<file path="src/rtl/qbp_defs.svh">
// Constants for the quasi-bidirectional port and strobed bus block
`ifndef QBP_DEFS_SVH
`define QBP_DEFS_SVH
`define QBP_PORT_W 8
`define QBP_NUM_QPORTS 2
`define QBP_NUM_TESTS 3
`define QBP_LATCH_RST 8'hFF
`define QBP_BUS_RST 8'h00
`define QBP_CLK_MHZ 200
`define QBP_MCYCLE_NS 2500
`define QBP_SPU_NS (`QBP_MCYCLE_NS / 5)
`define QBP_SPU_CYC ((`QBP_SPU_NS * `QBP_CLK_MHZ) / 1000)
`define QBP_STB_NS 400
`define QBP_STB_CYC ((`QBP_STB_NS * `QBP_CLK_MHZ + 999) / 1000)
`define QBP_SETUP_CYC 1
`define QBP_HOLD_CYC 1
`define QBP_CNT_W 8
`endif

</file>
<file path="src/rtl/qbp_pkg.sv">
// Types shared by the port block
package qbp_pkg;
   typedef enum logic [2:0] {
      QBP_PORT_WRITE_OP,
      QBP_PORT_READ_OP,
      QBP_PORT_OR_MODIFY_OP,
      QBP_PORT_AND_MODIFY_OP,
      QBP_STATIC_PORT_OUTPUT_OP,
      QBP_STATIC_BUS_INPUT_OP,
      QBP_EXTERNAL_DATA_WRITE_OP,
      QBP_EXTERNAL_DATA_READ_OP
   } qbp_op_type;
   typedef enum logic [1:0] {
      QBP_BUS_IDLE,
      QBP_BUS_SETUP,
      QBP_BUS_STROBE,
      QBP_BUS_HOLD
   } qbp_bus_state_type;
endpackage

</file>
<file path="src/rtl/qbp_quasi_port.sv">
// One quasi-bidirectional port: latch, pin sync and strong pull-up pulse
`timescale 1ns/1ps
`include "qbp_defs.svh"
module qbp_quasi_port import qbp_pkg::*; #(
   parameter int PORT_W = `QBP_PORT_W,
   parameter int SPU_CYC = `QBP_SPU_CYC
) (
   input wire logic ref_clk_i,
   input wire logic rst_b_i,
   input wire logic ce_i,
   input wire logic wr_i,
   input wire logic [PORT_W-1:0] wr_data_i,
   input wire logic [PORT_W-1:0] pin_i,
   output logic [PORT_W-1:0] pin_sync_o,
   output logic [PORT_W-1:0] latch_o,
   output logic [PORT_W-1:0] pin_o,
   output logic [PORT_W-1:0] pin_oe_o
);
   localparam logic [`QBP_CNT_W-1:0] SPU_LOAD = `QBP_CNT_W'(SPU_CYC);
   logic [PORT_W-1:0] meta_q;
   logic [PORT_W-1:0] sync_q;
   logic [PORT_W-1:0] latch_q;
   logic [`QBP_CNT_W-1:0] spu_cnt_q;
   logic spu_on;

   // Pins are asynchronous to the core clock
   always_ff @(posedge ref_clk_i) begin
      if (!rst_b_i) begin
         meta_q <= '0;
         sync_q <= '0;
      end else if (ce_i) begin
         meta_q <= pin_i;
         sync_q <= meta_q;
      end
   end

   always_ff @(posedge ref_clk_i) begin
      if (!rst_b_i) begin
         latch_q <= `QBP_LATCH_RST;
      end else if (ce_i && wr_i) begin
         latch_q <= wr_data_i;
      end
   end

   // Every write restarts the pulse, unchanged data or not
   always_ff @(posedge ref_clk_i) begin
      if (!rst_b_i) begin
         spu_cnt_q <= '0;
      end else if (ce_i) begin
         if (wr_i) begin
            spu_cnt_q <= SPU_LOAD;
         end else if (spu_on) begin
            spu_cnt_q <= spu_cnt_q - 1'b1;
         end
      end
   end
   assign spu_on = (spu_cnt_q != '0);

   // Weak pull-up is passive; only strong drivers appear here
   genvar b;
   generate
      for (b = 0; b < PORT_W; b++) begin : g_line
         assign pin_o[b] = latch_q[b];
         assign pin_oe_o[b] = !latch_q[b] || spu_on;
      end
   endgenerate
   assign pin_sync_o = sync_q;
   assign latch_o = latch_q;

   property p_spu_len;
      @(posedge ref_clk_i) disable iff (!rst_b_i || !ce_i)
      wr_i |=> spu_cnt_q == SPU_LOAD;
   endproperty
   a_spu_len: assert property (p_spu_len) else $error("pull-up pulse not loaded");

   property p_spu_drive;
      @(posedge ref_clk_i) disable iff (!rst_b_i || !ce_i)
      wr_i |=> (pin_oe_o & pin_o) == $past(wr_data_i);
   endproperty
   a_spu_drive: assert property (p_spu_drive) else $error("ones not driven high");

   property p_zero_low;
      @(posedge ref_clk_i) disable iff (!rst_b_i)
      (latch_q != '1) |-> ((pin_oe_o & ~pin_o) == ~latch_q);
   endproperty
   a_zero_low: assert property (p_zero_low) else $error("zero line not pulled low");
endmodule // qbp_quasi_port

</file>
<file path="src/rtl/qbp_io_top.sv">
// Quasi-bidirectional ports, strobed bus port and test inputs
`timescale 1ns/1ps
`include "qbp_defs.svh"
module qbp_io_top import qbp_pkg::*; #(
   parameter int PORT_W = `QBP_PORT_W,
   parameter int NUM_TESTS = `QBP_NUM_TESTS,
   parameter int SPU_CYC = `QBP_SPU_CYC,
   parameter int STB_CYC = `QBP_STB_CYC,
   parameter int SETUP_CYC = `QBP_SETUP_CYC,
   parameter int HOLD_CYC = `QBP_HOLD_CYC
) (
   input wire logic ref_clk_i,
   input wire logic rst_b_i,
   input wire logic ce_i,
   input wire logic op_valid_i,
   input wire qbp_op_type op_code_i,
   input wire logic port_sel_i,
   input wire logic [PORT_W-1:0] op_data_i,
   output logic op_ready_o,
   output logic [PORT_W-1:0] rd_data_o,
   output logic rd_valid_o,
   input wire logic [PORT_W-1:0] p1_pin_i,
   output logic [PORT_W-1:0] p1_pin_o,
   output logic [PORT_W-1:0] p1_pin_oe_o,
   input wire logic [PORT_W-1:0] p2_pin_i,
   output logic [PORT_W-1:0] p2_pin_o,
   output logic [PORT_W-1:0] p2_pin_oe_o,
   input wire logic [PORT_W-1:0] bus_pin_i,
   output logic [PORT_W-1:0] bus_pin_o,
   output logic bus_oe_o,
   output logic rd_b_o,
   output logic wr_b_o,
   input wire logic [NUM_TESTS-1:0] test_pin_i,
   output logic [NUM_TESTS-1:0] test_level_o
);
   localparam int NQ = `QBP_NUM_QPORTS;
   localparam logic [`QBP_CNT_W-1:0] SETUP_LOAD = `QBP_CNT_W'(SETUP_CYC - 1);
   localparam logic [`QBP_CNT_W-1:0] STB_LOAD = `QBP_CNT_W'(STB_CYC - 1);
   localparam logic [`QBP_CNT_W-1:0] HOLD_LOAD = `QBP_CNT_W'(HOLD_CYC - 1);
   localparam logic [`QBP_CNT_W-1:0] STB_LEN = `QBP_CNT_W'(STB_CYC);

   logic accept;
   logic is_quasi_op;
   logic is_bus_op;
   logic bus_wr_op;
   logic [NQ-1:0] q_wr;
   logic [PORT_W-1:0] q_wr_data;
   logic [PORT_W-1:0] sel_pins;
   logic [NQ-1:0][PORT_W-1:0] q_pin_in;
   logic [NQ-1:0][PORT_W-1:0] q_sync;
   logic [NQ-1:0][PORT_W-1:0] q_latch;
   logic [NQ-1:0][PORT_W-1:0] q_pin_out;
   logic [NQ-1:0][PORT_W-1:0] q_pin_oe;

   logic [PORT_W-1:0] bus_meta_q;
   logic [PORT_W-1:0] bus_sync_q;
   logic [NUM_TESTS-1:0] test_meta_q;
   logic [NUM_TESTS-1:0] test_sync_q;

   qbp_bus_state_type bus_st_q;
   logic [`QBP_CNT_W-1:0] bus_cnt_q;
   logic bus_cnt_done;
   logic bus_wr_q;
   logic static_out_q;
   logic [PORT_W-1:0] bus_out_q;
   logic bus_oe_q;
   logic rd_b_q;
   logic wr_b_q;
   logic [PORT_W-1:0] rd_data_q;
   logic rd_valid_q;
   logic [`QBP_CNT_W-1:0] wr_low_cnt_q;

   // Operation decode; bus ops stall the op port until the hold phase ends
   assign op_ready_o = (bus_st_q == QBP_BUS_IDLE);
   assign accept = op_valid_i && op_ready_o && ce_i;
   assign is_quasi_op = (op_code_i == QBP_PORT_WRITE_OP) ||
                        (op_code_i == QBP_PORT_READ_OP) ||
                        (op_code_i == QBP_PORT_OR_MODIFY_OP) ||
                        (op_code_i == QBP_PORT_AND_MODIFY_OP);
   assign is_bus_op = !is_quasi_op;
   assign bus_wr_op = (op_code_i == QBP_STATIC_PORT_OUTPUT_OP) ||
                      (op_code_i == QBP_EXTERNAL_DATA_WRITE_OP);
   assign sel_pins = q_sync[port_sel_i];

   // Modify ops read the pins, not the latch
   always_comb begin
      case (op_code_i)
         QBP_PORT_OR_MODIFY_OP: q_wr_data = sel_pins | op_data_i;
         QBP_PORT_AND_MODIFY_OP: q_wr_data = sel_pins & op_data_i;
         default: q_wr_data = op_data_i;
      endcase
   end

   assign q_pin_in[0] = p1_pin_i;
   assign q_pin_in[1] = p2_pin_i;

   genvar g;
   generate
      for (g = 0; g < NQ; g++) begin : g_qport
         assign q_wr[g] = accept && is_quasi_op && (port_sel_i == 1'(g)) &&
                          (op_code_i != QBP_PORT_READ_OP);
         qbp_quasi_port #(
            .PORT_W(PORT_W),
            .SPU_CYC(SPU_CYC)
         ) u_qport (
            .ref_clk_i(ref_clk_i),
            .rst_b_i(rst_b_i),
            .ce_i(ce_i),
            .wr_i(q_wr[g]),
            .wr_data_i(q_wr_data),
            .pin_i(q_pin_in[g]),
            .pin_sync_o(q_sync[g]),
            .latch_o(q_latch[g]),
            .pin_o(q_pin_out[g]),
            .pin_oe_o(q_pin_oe[g])
         );
      end
   endgenerate

   assign p1_pin_o = q_pin_out[0];
   assign p1_pin_oe_o = q_pin_oe[0];
   assign p2_pin_o = q_pin_out[1];
   assign p2_pin_oe_o = q_pin_oe[1];

   // Bus and test pins come from outside the clock domain
   always_ff @(posedge ref_clk_i) begin
      if (!rst_b_i) begin
         bus_meta_q <= '0;
         bus_sync_q <= '0;
         test_meta_q <= '0;
         test_sync_q <= '0;
      end else if (ce_i) begin
         bus_meta_q <= bus_pin_i;
         bus_sync_q <= bus_meta_q;
         test_meta_q <= test_pin_i;
         test_sync_q <= test_meta_q;
      end
   end
   assign test_level_o = test_sync_q;

   assign bus_cnt_done = (bus_cnt_q == '0);

   // Bus strobe sequencer: setup, strobe low, hold after trailing edge
   always_ff @(posedge ref_clk_i) begin
      if (!rst_b_i) begin
         bus_st_q <= QBP_BUS_IDLE;
         bus_cnt_q <= '0;
         bus_wr_q <= 1'b0;
      end else if (ce_i) begin
         case (bus_st_q)
            QBP_BUS_IDLE: begin
               if (accept && is_bus_op) begin
                  bus_st_q <= QBP_BUS_SETUP;
                  bus_cnt_q <= SETUP_LOAD;
                  bus_wr_q <= bus_wr_op;
               end
            end
            QBP_BUS_SETUP: begin
               if (bus_cnt_done) begin
                  bus_st_q <= QBP_BUS_STROBE;
                  bus_cnt_q <= STB_LOAD;
               end else begin
                  bus_cnt_q <= bus_cnt_q - 1'b1;
               end
            end
            QBP_BUS_STROBE: begin
               if (bus_cnt_done) begin
                  bus_st_q <= QBP_BUS_HOLD;
                  bus_cnt_q <= HOLD_LOAD;
               end else begin
                  bus_cnt_q <= bus_cnt_q - 1'b1;
               end
            end
            QBP_BUS_HOLD: begin
               if (bus_cnt_done) begin
                  bus_st_q <= QBP_BUS_IDLE;
               end else begin
                  bus_cnt_q <= bus_cnt_q - 1'b1;
               end
            end
            default: begin
               bus_st_q <= QBP_BUS_IDLE;
               bus_cnt_q <= '0;
            end
         endcase
      end
   end

   // Both static ops pulse their strobe too, though loads seldom use it
   always_ff @(posedge ref_clk_i) begin
      if (!rst_b_i) begin
         rd_b_q <= 1'b1;
         wr_b_q <= 1'b1;
      end else if (ce_i) begin
         if (bus_st_q == QBP_BUS_SETUP && bus_cnt_done) begin
            rd_b_q <= bus_wr_q;
            wr_b_q <= !bus_wr_q;
         end else if (bus_st_q == QBP_BUS_STROBE && bus_cnt_done) begin
            rd_b_q <= 1'b1;
            wr_b_q <= 1'b1;
         end
      end
   end
   assign rd_b_o = rd_b_q;
   assign wr_b_o = wr_b_q;

   // Static mode is whole-port; any later bus op other than a static output leaves it
   always_ff @(posedge ref_clk_i) begin
      if (!rst_b_i) begin
         static_out_q <= 1'b0;
         bus_out_q <= `QBP_BUS_RST;
      end else if (accept && is_bus_op) begin
         static_out_q <= (op_code_i == QBP_STATIC_PORT_OUTPUT_OP);
         if (bus_wr_op) begin
            bus_out_q <= op_data_i;
         end
      end
   end

   // Drivers on only for a write in flight or a static output latch
   always_ff @(posedge ref_clk_i) begin
      if (!rst_b_i) begin
         bus_oe_q <= 1'b0;
      end else if (ce_i) begin
         if (accept && is_bus_op) begin
            bus_oe_q <= bus_wr_op;
         end else if (bus_st_q == QBP_BUS_HOLD && bus_cnt_done) begin
            bus_oe_q <= static_out_q;
         end
      end
   end
   assign bus_oe_o = bus_oe_q;
   assign bus_pin_o = bus_out_q;

   // Read data from sampled pins; bus read taken at the trailing edge
   always_ff @(posedge ref_clk_i) begin
      if (!rst_b_i) begin
         rd_data_q <= '0;
         rd_valid_q <= 1'b0;
      end else if (ce_i) begin
         rd_valid_q <= 1'b0;
         if (accept && op_code_i == QBP_PORT_READ_OP) begin
            rd_data_q <= sel_pins;
            rd_valid_q <= 1'b1;
         end else if (bus_st_q == QBP_BUS_STROBE && bus_cnt_done && !bus_wr_q) begin
            rd_data_q <= bus_sync_q;
            rd_valid_q <= 1'b1;
         end
      end
   end
   assign rd_data_o = rd_data_q;
   assign rd_valid_o = rd_valid_q;

   // Checks
   property p_latch_rst;
      @(posedge ref_clk_i)
      $rose(rst_b_i) |-> (q_latch[0] == `QBP_LATCH_RST) && (q_latch[1] == `QBP_LATCH_RST);
   endproperty
   a_latch_rst: assert property (p_latch_rst) else $error("latch not ones after reset");

   property p_latch_hold;
      @(posedge ref_clk_i) disable iff (!rst_b_i)
      !q_wr[0] |=> $stable(q_latch[0]);
   endproperty
   a_latch_hold: assert property (p_latch_hold) else $error("latch changed without write");

   property p_or_modify;
      @(posedge ref_clk_i) disable iff (!rst_b_i || !ce_i)
      (accept && op_code_i == QBP_PORT_OR_MODIFY_OP) |=>
         q_latch[$past(port_sel_i)] == ($past(sel_pins) | $past(op_data_i));
   endproperty
   a_or_modify: assert property (p_or_modify) else $error("OR write-back wrong");

   property p_rmw_pulse;
      @(posedge ref_clk_i) disable iff (!rst_b_i || !ce_i)
      (accept && op_code_i == QBP_PORT_AND_MODIFY_OP && port_sel_i == 1'b0) |=>
         (p1_pin_oe_o & p1_pin_o) == q_latch[0];
   endproperty
   a_rmw_pulse: assert property (p_rmw_pulse) else $error("write-back pulse missing");

   property p_quasi_read;
      @(posedge ref_clk_i) disable iff (!rst_b_i || !ce_i)
      (accept && op_code_i == QBP_PORT_READ_OP) |=>
         rd_valid_o && rd_data_o == $past(sel_pins);
   endproperty
   a_quasi_read: assert property (p_quasi_read) else $error("port read not from pins");

   property p_strobe_excl;
      @(posedge ref_clk_i) disable iff (!rst_b_i)
      !(!rd_b_o && !wr_b_o);
   endproperty
   a_strobe_excl: assert property (p_strobe_excl) else $error("both strobes low");

   property p_wr_trail;
      @(posedge ref_clk_i) disable iff (!rst_b_i || !ce_i)
      $rose(wr_b_o) |-> bus_oe_o && $stable(bus_pin_o);
   endproperty
   a_wr_trail: assert property (p_wr_trail) else $error("write data not held at trailing edge");

   property p_rd_capture;
      @(posedge ref_clk_i) disable iff (!rst_b_i || !ce_i)
      $rose(rd_b_o) |-> rd_valid_o && rd_data_o == $past(bus_sync_q) && !bus_oe_o;
   endproperty
   a_rd_capture: assert property (p_rd_capture) else $error("bus read not captured at edge");

   property p_bus_float;
      @(posedge ref_clk_i) disable iff (!rst_b_i)
      (bus_st_q == QBP_BUS_IDLE && !static_out_q) |-> !bus_oe_o;
   endproperty
   a_bus_float: assert property (p_bus_float) else $error("bus driven while idle");

   // Strobe widths run to dozens of cycles, so count them rather than unroll
   always_ff @(posedge ref_clk_i) begin
      if (!rst_b_i) begin
         wr_low_cnt_q <= '0;
      end else if (ce_i) begin
         if (wr_b_q) begin
            wr_low_cnt_q <= '0;
         end else begin
            wr_low_cnt_q <= wr_low_cnt_q + 1'b1;
         end
      end
   end

   property p_strobe_len;
      @(posedge ref_clk_i) disable iff (!rst_b_i || !ce_i)
      $rose(wr_b_o) |-> wr_low_cnt_q == STB_LEN;
   endproperty
   a_strobe_len: assert property (p_strobe_len) else $error("write strobe width wrong");
endmodule // qbp_io_top

</file>
<file path="config.mk">
export PLATFORM = sky130hd
export DESIGN_NAME = qbp_io_top
export DESIGN_NICKNAME = d
export VERILOG_FILES = /design/src/rtl/qbp_pkg.sv /design/src/rtl/qbp_quasi_port.sv /design/src/rtl/qbp_io_top.sv
export VERILOG_INCLUDE_DIRS = /design/src /design/src/rtl
export SDC_FILE = /design/constraint.sdc
export NUM_CORES = 1
export LEC_CHECK = 0
export BUFFER_PORTS_ARGS = -buffer_cell sky130_fd_sc_hd__buf_2
export CAP_MARGIN = 20
export CORE_ASPECT_RATIO = 1.5
export CORE_UTILIZATION = 45
export CTS_CLUSTER_DIAMETER = 100
export DETAILED_ROUTE_END_ITERATION = 10
export GPL_TIMING_DRIVEN = 0
export PLACE_DENSITY_LB_ADDON = 0.2
export SETUP_SLACK_MARGIN = 0.05
export SYNTH_ARGS = -nofsm -noshare
export SYNTH_HDL_FRONTEND = slang
export SYNTH_HIERARCHICAL = 1
export SYNTH_SLANG_ARGS = --single-unit
</file>
<file path="constraint.sdc">
create_clock -name ref_clk_i -period 4.9 [get_ports ref_clk_i]
set_clock_uncertainty 0.15 [all_clocks]
set_input_delay 0.49 -clock ref_clk_i [delete_from_list [all_inputs] [get_ports ref_clk_i]]
set_output_delay 0.49 -clock ref_clk_i [all_outputs]
set_load 0.02 [all_outputs]
</file>
# Word-level counts from Yosys, hierarchy flattened
# Index checks and enable logic that the tools add are counted.
[classes]
addsub = 3
magnitude_cmp = 1
eq_ne = 14
mux = 26
n_bitwise = 3
n_reduce_logical = 72
[op_table]
columns = ["operator", "n"]
rows = [
  ["8-bit two-way mux", 12],
  ["8-bit one-hot mux with 4 select lines", 1],
  ["8-bit by 1-bit subtractor with 8-bit output (second input constant)", 3],
  ["1-bit logical OR", 20],
  ["1-bit zero test", 18],
  ["8-bit one-hot mux with 2 select lines", 1],
  ["8-bit nonzero test", 2],
  ["1-bit logical AND", 15],
  ["2-bit AND reduction", 6],
  ["2-bit nonzero test", 5],
  ["8-bit AND", 1],
  ["8-bit zero test", 1],
  ["2-bit two-way mux", 4],
  ["2-bit inequality test (second input constant)", 4],
  ["8-bit OR", 1],
  ["2-bit one-hot mux with 4 select lines", 1],
  ["1-bit two-way mux", 7],
  ["3-bit by 2-bit == test with 1-bit output (second input constant)", 2],
  ["3-bit == test (second input constant)", 2],
  ["3-bit AND reduction", 2],
  ["5-bit AND reduction", 1],
  ["2-bit == test (second input constant)", 2],
  ["3-bit by 1-bit == test with 1-bit output (second input constant)", 1],
  ["3-bit zero test", 1],
  ["other kinds (6)", 6],
]
[totals]
register_bits = 118
word_cells = 141

# Depth between registers and ports, before layout
[logic_depth]
depth_word = 9
mapped_depth = 9
depth_no_buf = 8

# Modules after synthesis
# The synthesis kept the hierarchy.
[modules_own_cells]
columns = ["module", "n_inst", "cells_per_inst", "area_each_um2"]
rows = [
  ["qbp_quasi_port", 2, 158, 1390.1],
  ["qbp_io_top", 1, 285, 2499.9],
]

# Worst setup path after synthesis
# Ideal clock, no wire load.
[synth_path]
path_type = "reg2reg"
from = "register bus_st_q[0]"
to = "register g_qport[0].u_qport.spu_cnt_q[7]"
arrival_ns = 3.148
slack_ns = 1.532
path_stages_with_launch = 8
n_path_buf = 0
path_cell_list = "dfxtp_1 -> inv_1 -> ha_1 -> nand3_1 -> a2111oi_0 -> o31ai_4 -> or4_2 -> a21oi_1"
[synth_between]
elab_chain_len = 8
elab_cells_between_ends = 9
classes_between = "mux (1); reduce/logical (8)"
[synth_rtl]
columns = ["element", "line_no", "text"]
rows = [
  ["start, declared", "qbp_io_top.sv:60", "qbp_bus_state_type bus_st_q;"],
  ["start signal, assigned", "qbp_io_top.sv:146", "bus_st_q <= QBP_BUS_IDLE;"],
  ["start signal, assigned", "qbp_io_top.sv:153", "bus_st_q <= QBP_BUS_SETUP;"],
  ["start signal, assigned", "qbp_io_top.sv:160", "bus_st_q <= QBP_BUS_STROBE;"],
  ["2-bit zero test (*)", "qbp_io_top.sv:74", "assign op_ready_o = (bus_st_q == QBP_BUS_IDLE);"],
  ["net op_ready_o", "qbp_io_top.sv:19", "output logic op_ready_o,"],
  ["1-bit logical AND (*) (2 in a row)", "qbp_io_top.sv:75", "assign accept = op_valid_i && op_ready_o && ce_i;"],
  ["1-bit logical AND (*) (3 in a row)", "qbp_io_top.sv:100", "assign q_wr[g] = accept && is_quasi_op && (port_sel_i == 1'(g)) &&"],
  ["net q_wr[0]", "qbp_io_top.sv:46", "logic [NQ-1:0] q_wr;"],
  ["2-bit nonzero test (no source line)", "n/a", ""],
  ["2-bit AND reduction (no source line)", "n/a", ""],
  ["end signal, assigned", "qbp_quasi_port.sv:53", "spu_cnt_q <= spu_cnt_q - 1'b1;"],
  ["end, declared", "qbp_quasi_port.sv:23", "logic [`QBP_CNT_W-1:0] spu_cnt_q;"],
]
# The timed path passes the listed nets; every way through them passes the cells marked *.
# A chain may end at the register's enable or synchronous reset.

# Worst setup path in the final report
[layout_path]
from = "register bus_st_q[0]"
to = "register g_qport[1].u_qport.spu_cnt_q[7]"
[layout_between]
elab_chain_len = 8
elab_cells_between_ends = 9
classes_between = "mux (1); reduce/logical (8)"
[layout_rtl]
columns = ["element", "line_no"]
rows = [
  ["2-bit zero test (*)", "qbp_io_top.sv:74"],
  ["1-bit logical AND (*) (2 in a row)", "qbp_io_top.sv:75"],
  ["1-bit logical AND (*) (3 in a row)", "qbp_io_top.sv:100"],
  ["net q_wr[1]", "qbp_io_top.sv:46"],
  ["2-bit nonzero test (no source line)", "n/a"],
  ["2-bit AND reduction (no source line)", "n/a"],
  ["end signal, assigned", "qbp_quasi_port.sv:53"],
  ["end, declared", "qbp_quasi_port.sv:23"],
]
# Marked as above.

==> summary.md <==
| Metric | Value |
|---|---|
| Status | `completed` |
| Core area | `11,500 µm²` |
| Cells along the critical path | `inv_1, ha_1, nand3_1, a2111oi_1, buf_2, o31ai_4, or4_2, a21oi_1` |
| Post-cts resize count | `0` |
| IO Pins | `99` |
| Post-synthesis sequential area ratio | `44.7%` |
| # H-tree levels | `4` |
| First-pass GRT wire length | `21,500 µm` |
| WL per Instance | `14.8 µm` |
| Starting DRC count in detailed routing | `196` |
| Total track usage | `22.1%` |
| Die ar. | `12,200 µm²` |
| Comb power frac | `31.1%` |
| Area Growth Syn to Fin | `24.6%` |
| XOR/XNOR Fraction of Synth Area | `0.664%` |
| RSZ-0062 raised after global routing | `false` |
| Critical path class | `register to register` |
| GRT met2 Usage | `40.6%` |
| Synth Register Bits | `118` |
| Maxcap violations | `0` |
| Synth Area in Compound Gates | `10.7%` |
| Most used DFF post-synth | `dfxtp_1` |
| CP endpoint kind | `register` |
| Cells after Synth | `601` |
| Vias in the first global route | `4,552` |
| Vias | `4,634` |
| Switching share of total power | `34.5%` |
| Routability-driven placement congestion ratio | `0.863` |
| Final max-slew violation count | `0` |
| Inst Count DP | `849` |
| Simple-gate portion of the synthesized area | `21.8%` |
| CTS root buffer | `clkbuf_16` |
| Die X | `90.4 µm` |
| PwrDens | `530 nW/µm²` |
| I/O Buffers | `97` |
| Clk sinks | `118` |
| DR pass1 iterations | `5` |
| DP HPWL | `10,000 µm` |
| Met3 Resource Use GR | `5.57%` |
| Syn Nets | `655` |
| Clock share of power | `36.6%` |
| Post-CTS setup buffer count | `0` |
| Synth cell types | `54` |
| Area leader, netlist | `dfxtp_1` |
| Antenna Cells | `0` |
| Leading cell types by total area after synthesis | `dfxtp_1, mux2i_1, nand2_1, nor2_1, a21oi_1` |
| Max Root-Sink Buffers | `2` |
| Met1 Use GR | `23.0%` |
| Slew HR | `35.9%` |
| # hold bufs at CTS | `0` |
| Core Rows | `48` |
| Yosys top cell area share | `44.7%` |
| Layout Cells excl Fill | `881` |
| Dominant combinational cell family by area after synthesis | `simple AND/OR/NAND/NOR gates` |
| Post-synth EDFFs | `0` |
| ANT nets after route | `0` |
| CP required | `5.09 ns` |
| Top delay family on crit path | `compound AO/OA/AOI/OAI gates` |
| Busiest grt layer | `met2` |
| Vias/cell | `5.26` |
| Worst hold-check path type | `input pin to register` |
| Max stage delay on crit path | `0.74 ns` |
| Worst-path clk slew | `0.06 ns` |
| Critical path buffers and inverters | `2` |
| Sequential share of power | `32.3%` |
| Antenna violations before repair | `0` |
| Worst path slowest cell | `a2111oi_1` |
| Syn Area/Cell | `8.79 µm²` |
| Setup TNS | `0 ns` |
| Drt drc | `0` |
| FILL cells | `1,039` |
| Adder-Cell Fraction of Synth Area | `2.61%` |
| Fin crit share | `63.2%` |
| CTS Buf Count | `17` |
| Switching power | `1210 µW` |
| YS warnings | `6` |
| Setup-failing EPs final | `0` |
| Largest net degree at the start of global routing | `17` |
| Die Height | `135 µm` |
| LEAKAGE | `0.00305 µW` |
| Post-layout minimum cycle time | `3.10 ns` |
| Starting Density | `46.0%` |
| Final #Nets | `772` |
| FMAX | `323 MHz` |
| Routed wire length | `13,000 µm` |
| Maximum VDD drop | `0.000296 V` |
| Hold Vio Cnt, Final | `0` |
| Worst-margin pin slew | `0.960 ns` |
| Grt total ovfl | `0` |
| Synth async-reset ratio | `0%` |
| CP startpoint kind | `register` |
| TritonCTS clock tree | `done` |
| Mapped Area | `5280 µm²` |
| Proportion of synthesized area in mux cells | `13.6%` |
| Critical path fanouts, max | `9` |
| Worst EP arrival | `3.29 ns` |
| P_int | `2280 µW` |
| Layout cells sized above 1 | `25.2%` |
| Worst-Skew Late Latency | `0.41 ns` |
-- cell usage after synthesis (3+ instances only) --
master	number
or2_2	3
nor4b_1	3
nor3_1	6
nand3_1	24
buf_4	20
a21oi_1	38
o21ai_0	7
mux2i_1	72
nor4_1	3
buf_2	6
clkbuf_1	11
or3_1	3
or3_2	5
nand2_1	95
and2_1	3
nor2_1	85
ha_1	11
o22ai_1	10
o31ai_1	4
inv_1	17
a31oi_1	4
nor3b_1	3
nand4_1	3
dfxtp_1	118
-- kinds of logic after synthesis --
logic type,after synthesis
simple gates,252
flops,118
compound gates,85
mux,72
buf+inv,59
fa+ha+maj,11
xor+xnor,4
-- registers in the layout, indices dropped and copies added, names as in the netlist --
name / flops
bus_pin_o: 8
test_level_o: 3
rd_valid_o: 1
bus_wr_q: 1
static_out_q: 1
rd_data_o: 8
g_qport.u_qport/spu_cnt_q: 16
rd_b_o: 1
bus_sync_q: 8
bus_meta_q: 8
bus_oe_o: 1
bus_st_q: 2
g_qport.u_qport/meta_q: 16
wr_b_o: 1
bus_cnt_q: 8
g_qport.u_qport/pin_sync_o: 16
g_qport.u_qport/latch_o: 16
test_meta_q: 3
-- cells in the final DEF (no fill, tap or decap), types with 4 or more instances in the layout --
| cell | n |
|---|---|
| o22ai_1 | 10 |
| o21ai_0 | 7 |
| or3_2 | 5 |
| mux2i_1 | 72 |
| buf_2 | 104 |
| o31ai_1 | 4 |
| nand3_1 | 24 |
| a31oi_1 | 4 |
| dfxtp_1 | 118 |
| clkbuf_1 | 12 |
| nor2_1 | 85 |
| ha_1 | 11 |
| nand2_1 | 95 |
| buf_4 | 20 |
| a21oi_1 | 38 |
| clkinv_4 | 5 |
| nor3_1 | 6 |
| inv_1 | 17 |
| clkbuf_16 | 17 |
-- routing by layer --
layer / part of all wire [%] / vias up
li1: - / 2307
met1: 40 / 2156
met2: 51 / 138
met3: 5.2 / 33
met4: 3.3 / 0
met5: 0 / -
-- worst reg2reg max path, stage by stage (launching register included) --
cell and delay [ns]:
dfxtp_1 0.34, inv_1 0.11, ha_1 0.25, nand3_1 0.18
a2111oi_1 0.74, buf_2 0.29, o31ai_4 0.13, or4_2 0.68
a21oi_1 0.15
-- metrics by stage --
step / util [%] / total power [µW] / worst slack, ns / instance area [µm²] / hold WS [ns]
2_1_floorplan: - / 1920 / 1.53 / 5280 / 0.295
3_3_place_gp: 51.9 / 2200 / 0.510 / 5950 / 0.290
3_5_place_dp: 52.0 / 2230 / 1.50 / 5970 / 0.300
4_1_cts: 57.4 / 3510 / 1.85 / 6580 / 0.158
5_1_grt: 57.4 / 3680 / 1.66 / 6580 / 0.183
6_report: 57.4 / 3490 / 1.80 / 6580 / 0.166
-- final timing paths --
kind / from / endpoint / slack (ns) / cells past startpoint
max: bus_st_q[0] / g_qport[1].u_qport/spu_cnt_q[7] / 1.80 / 8
min reg2reg: bus_pin_o[1] / bus_pin_o[1] / 0.31 / 2
max reg2reg: bus_st_q[0] / g_qport[1].u_qport/spu_cnt_q[7] / 1.80 / 8
min: p1_pin_i[4] / g_qport[0].u_qport/meta_q[4] / 0.17 / 3
-- power groups by stage --
| stage | Clock [µW] | Sequential (µW) | Combinational, µW |
|---|---|---|---|
| CTS | 1290 | 1120 | 1090 |
| global placement | 0 | 1140 | 1060 |
| detailed placement | 0 | 1140 | 1090 |
| finish | 1280 | 1130 | 1090 |
| floorplan | 0 | 1130 | 796 |
| global route | 1340 | 1140 | 1200 |
-- final cells by class --
class	count	area, µm²	area share, %
multi-input combinational	424	2620	39.8
sequential	118	2360	35.9
timing repair buffer	98	490	7.45
clock buffer	19	443	6.73
buffer	39	229	3.48
tap	150	188	2.85
clock inverter	13	173	2.62
inverter	20	75.1	1.14
No activity file was read; power rests on OpenSTA's default activity.
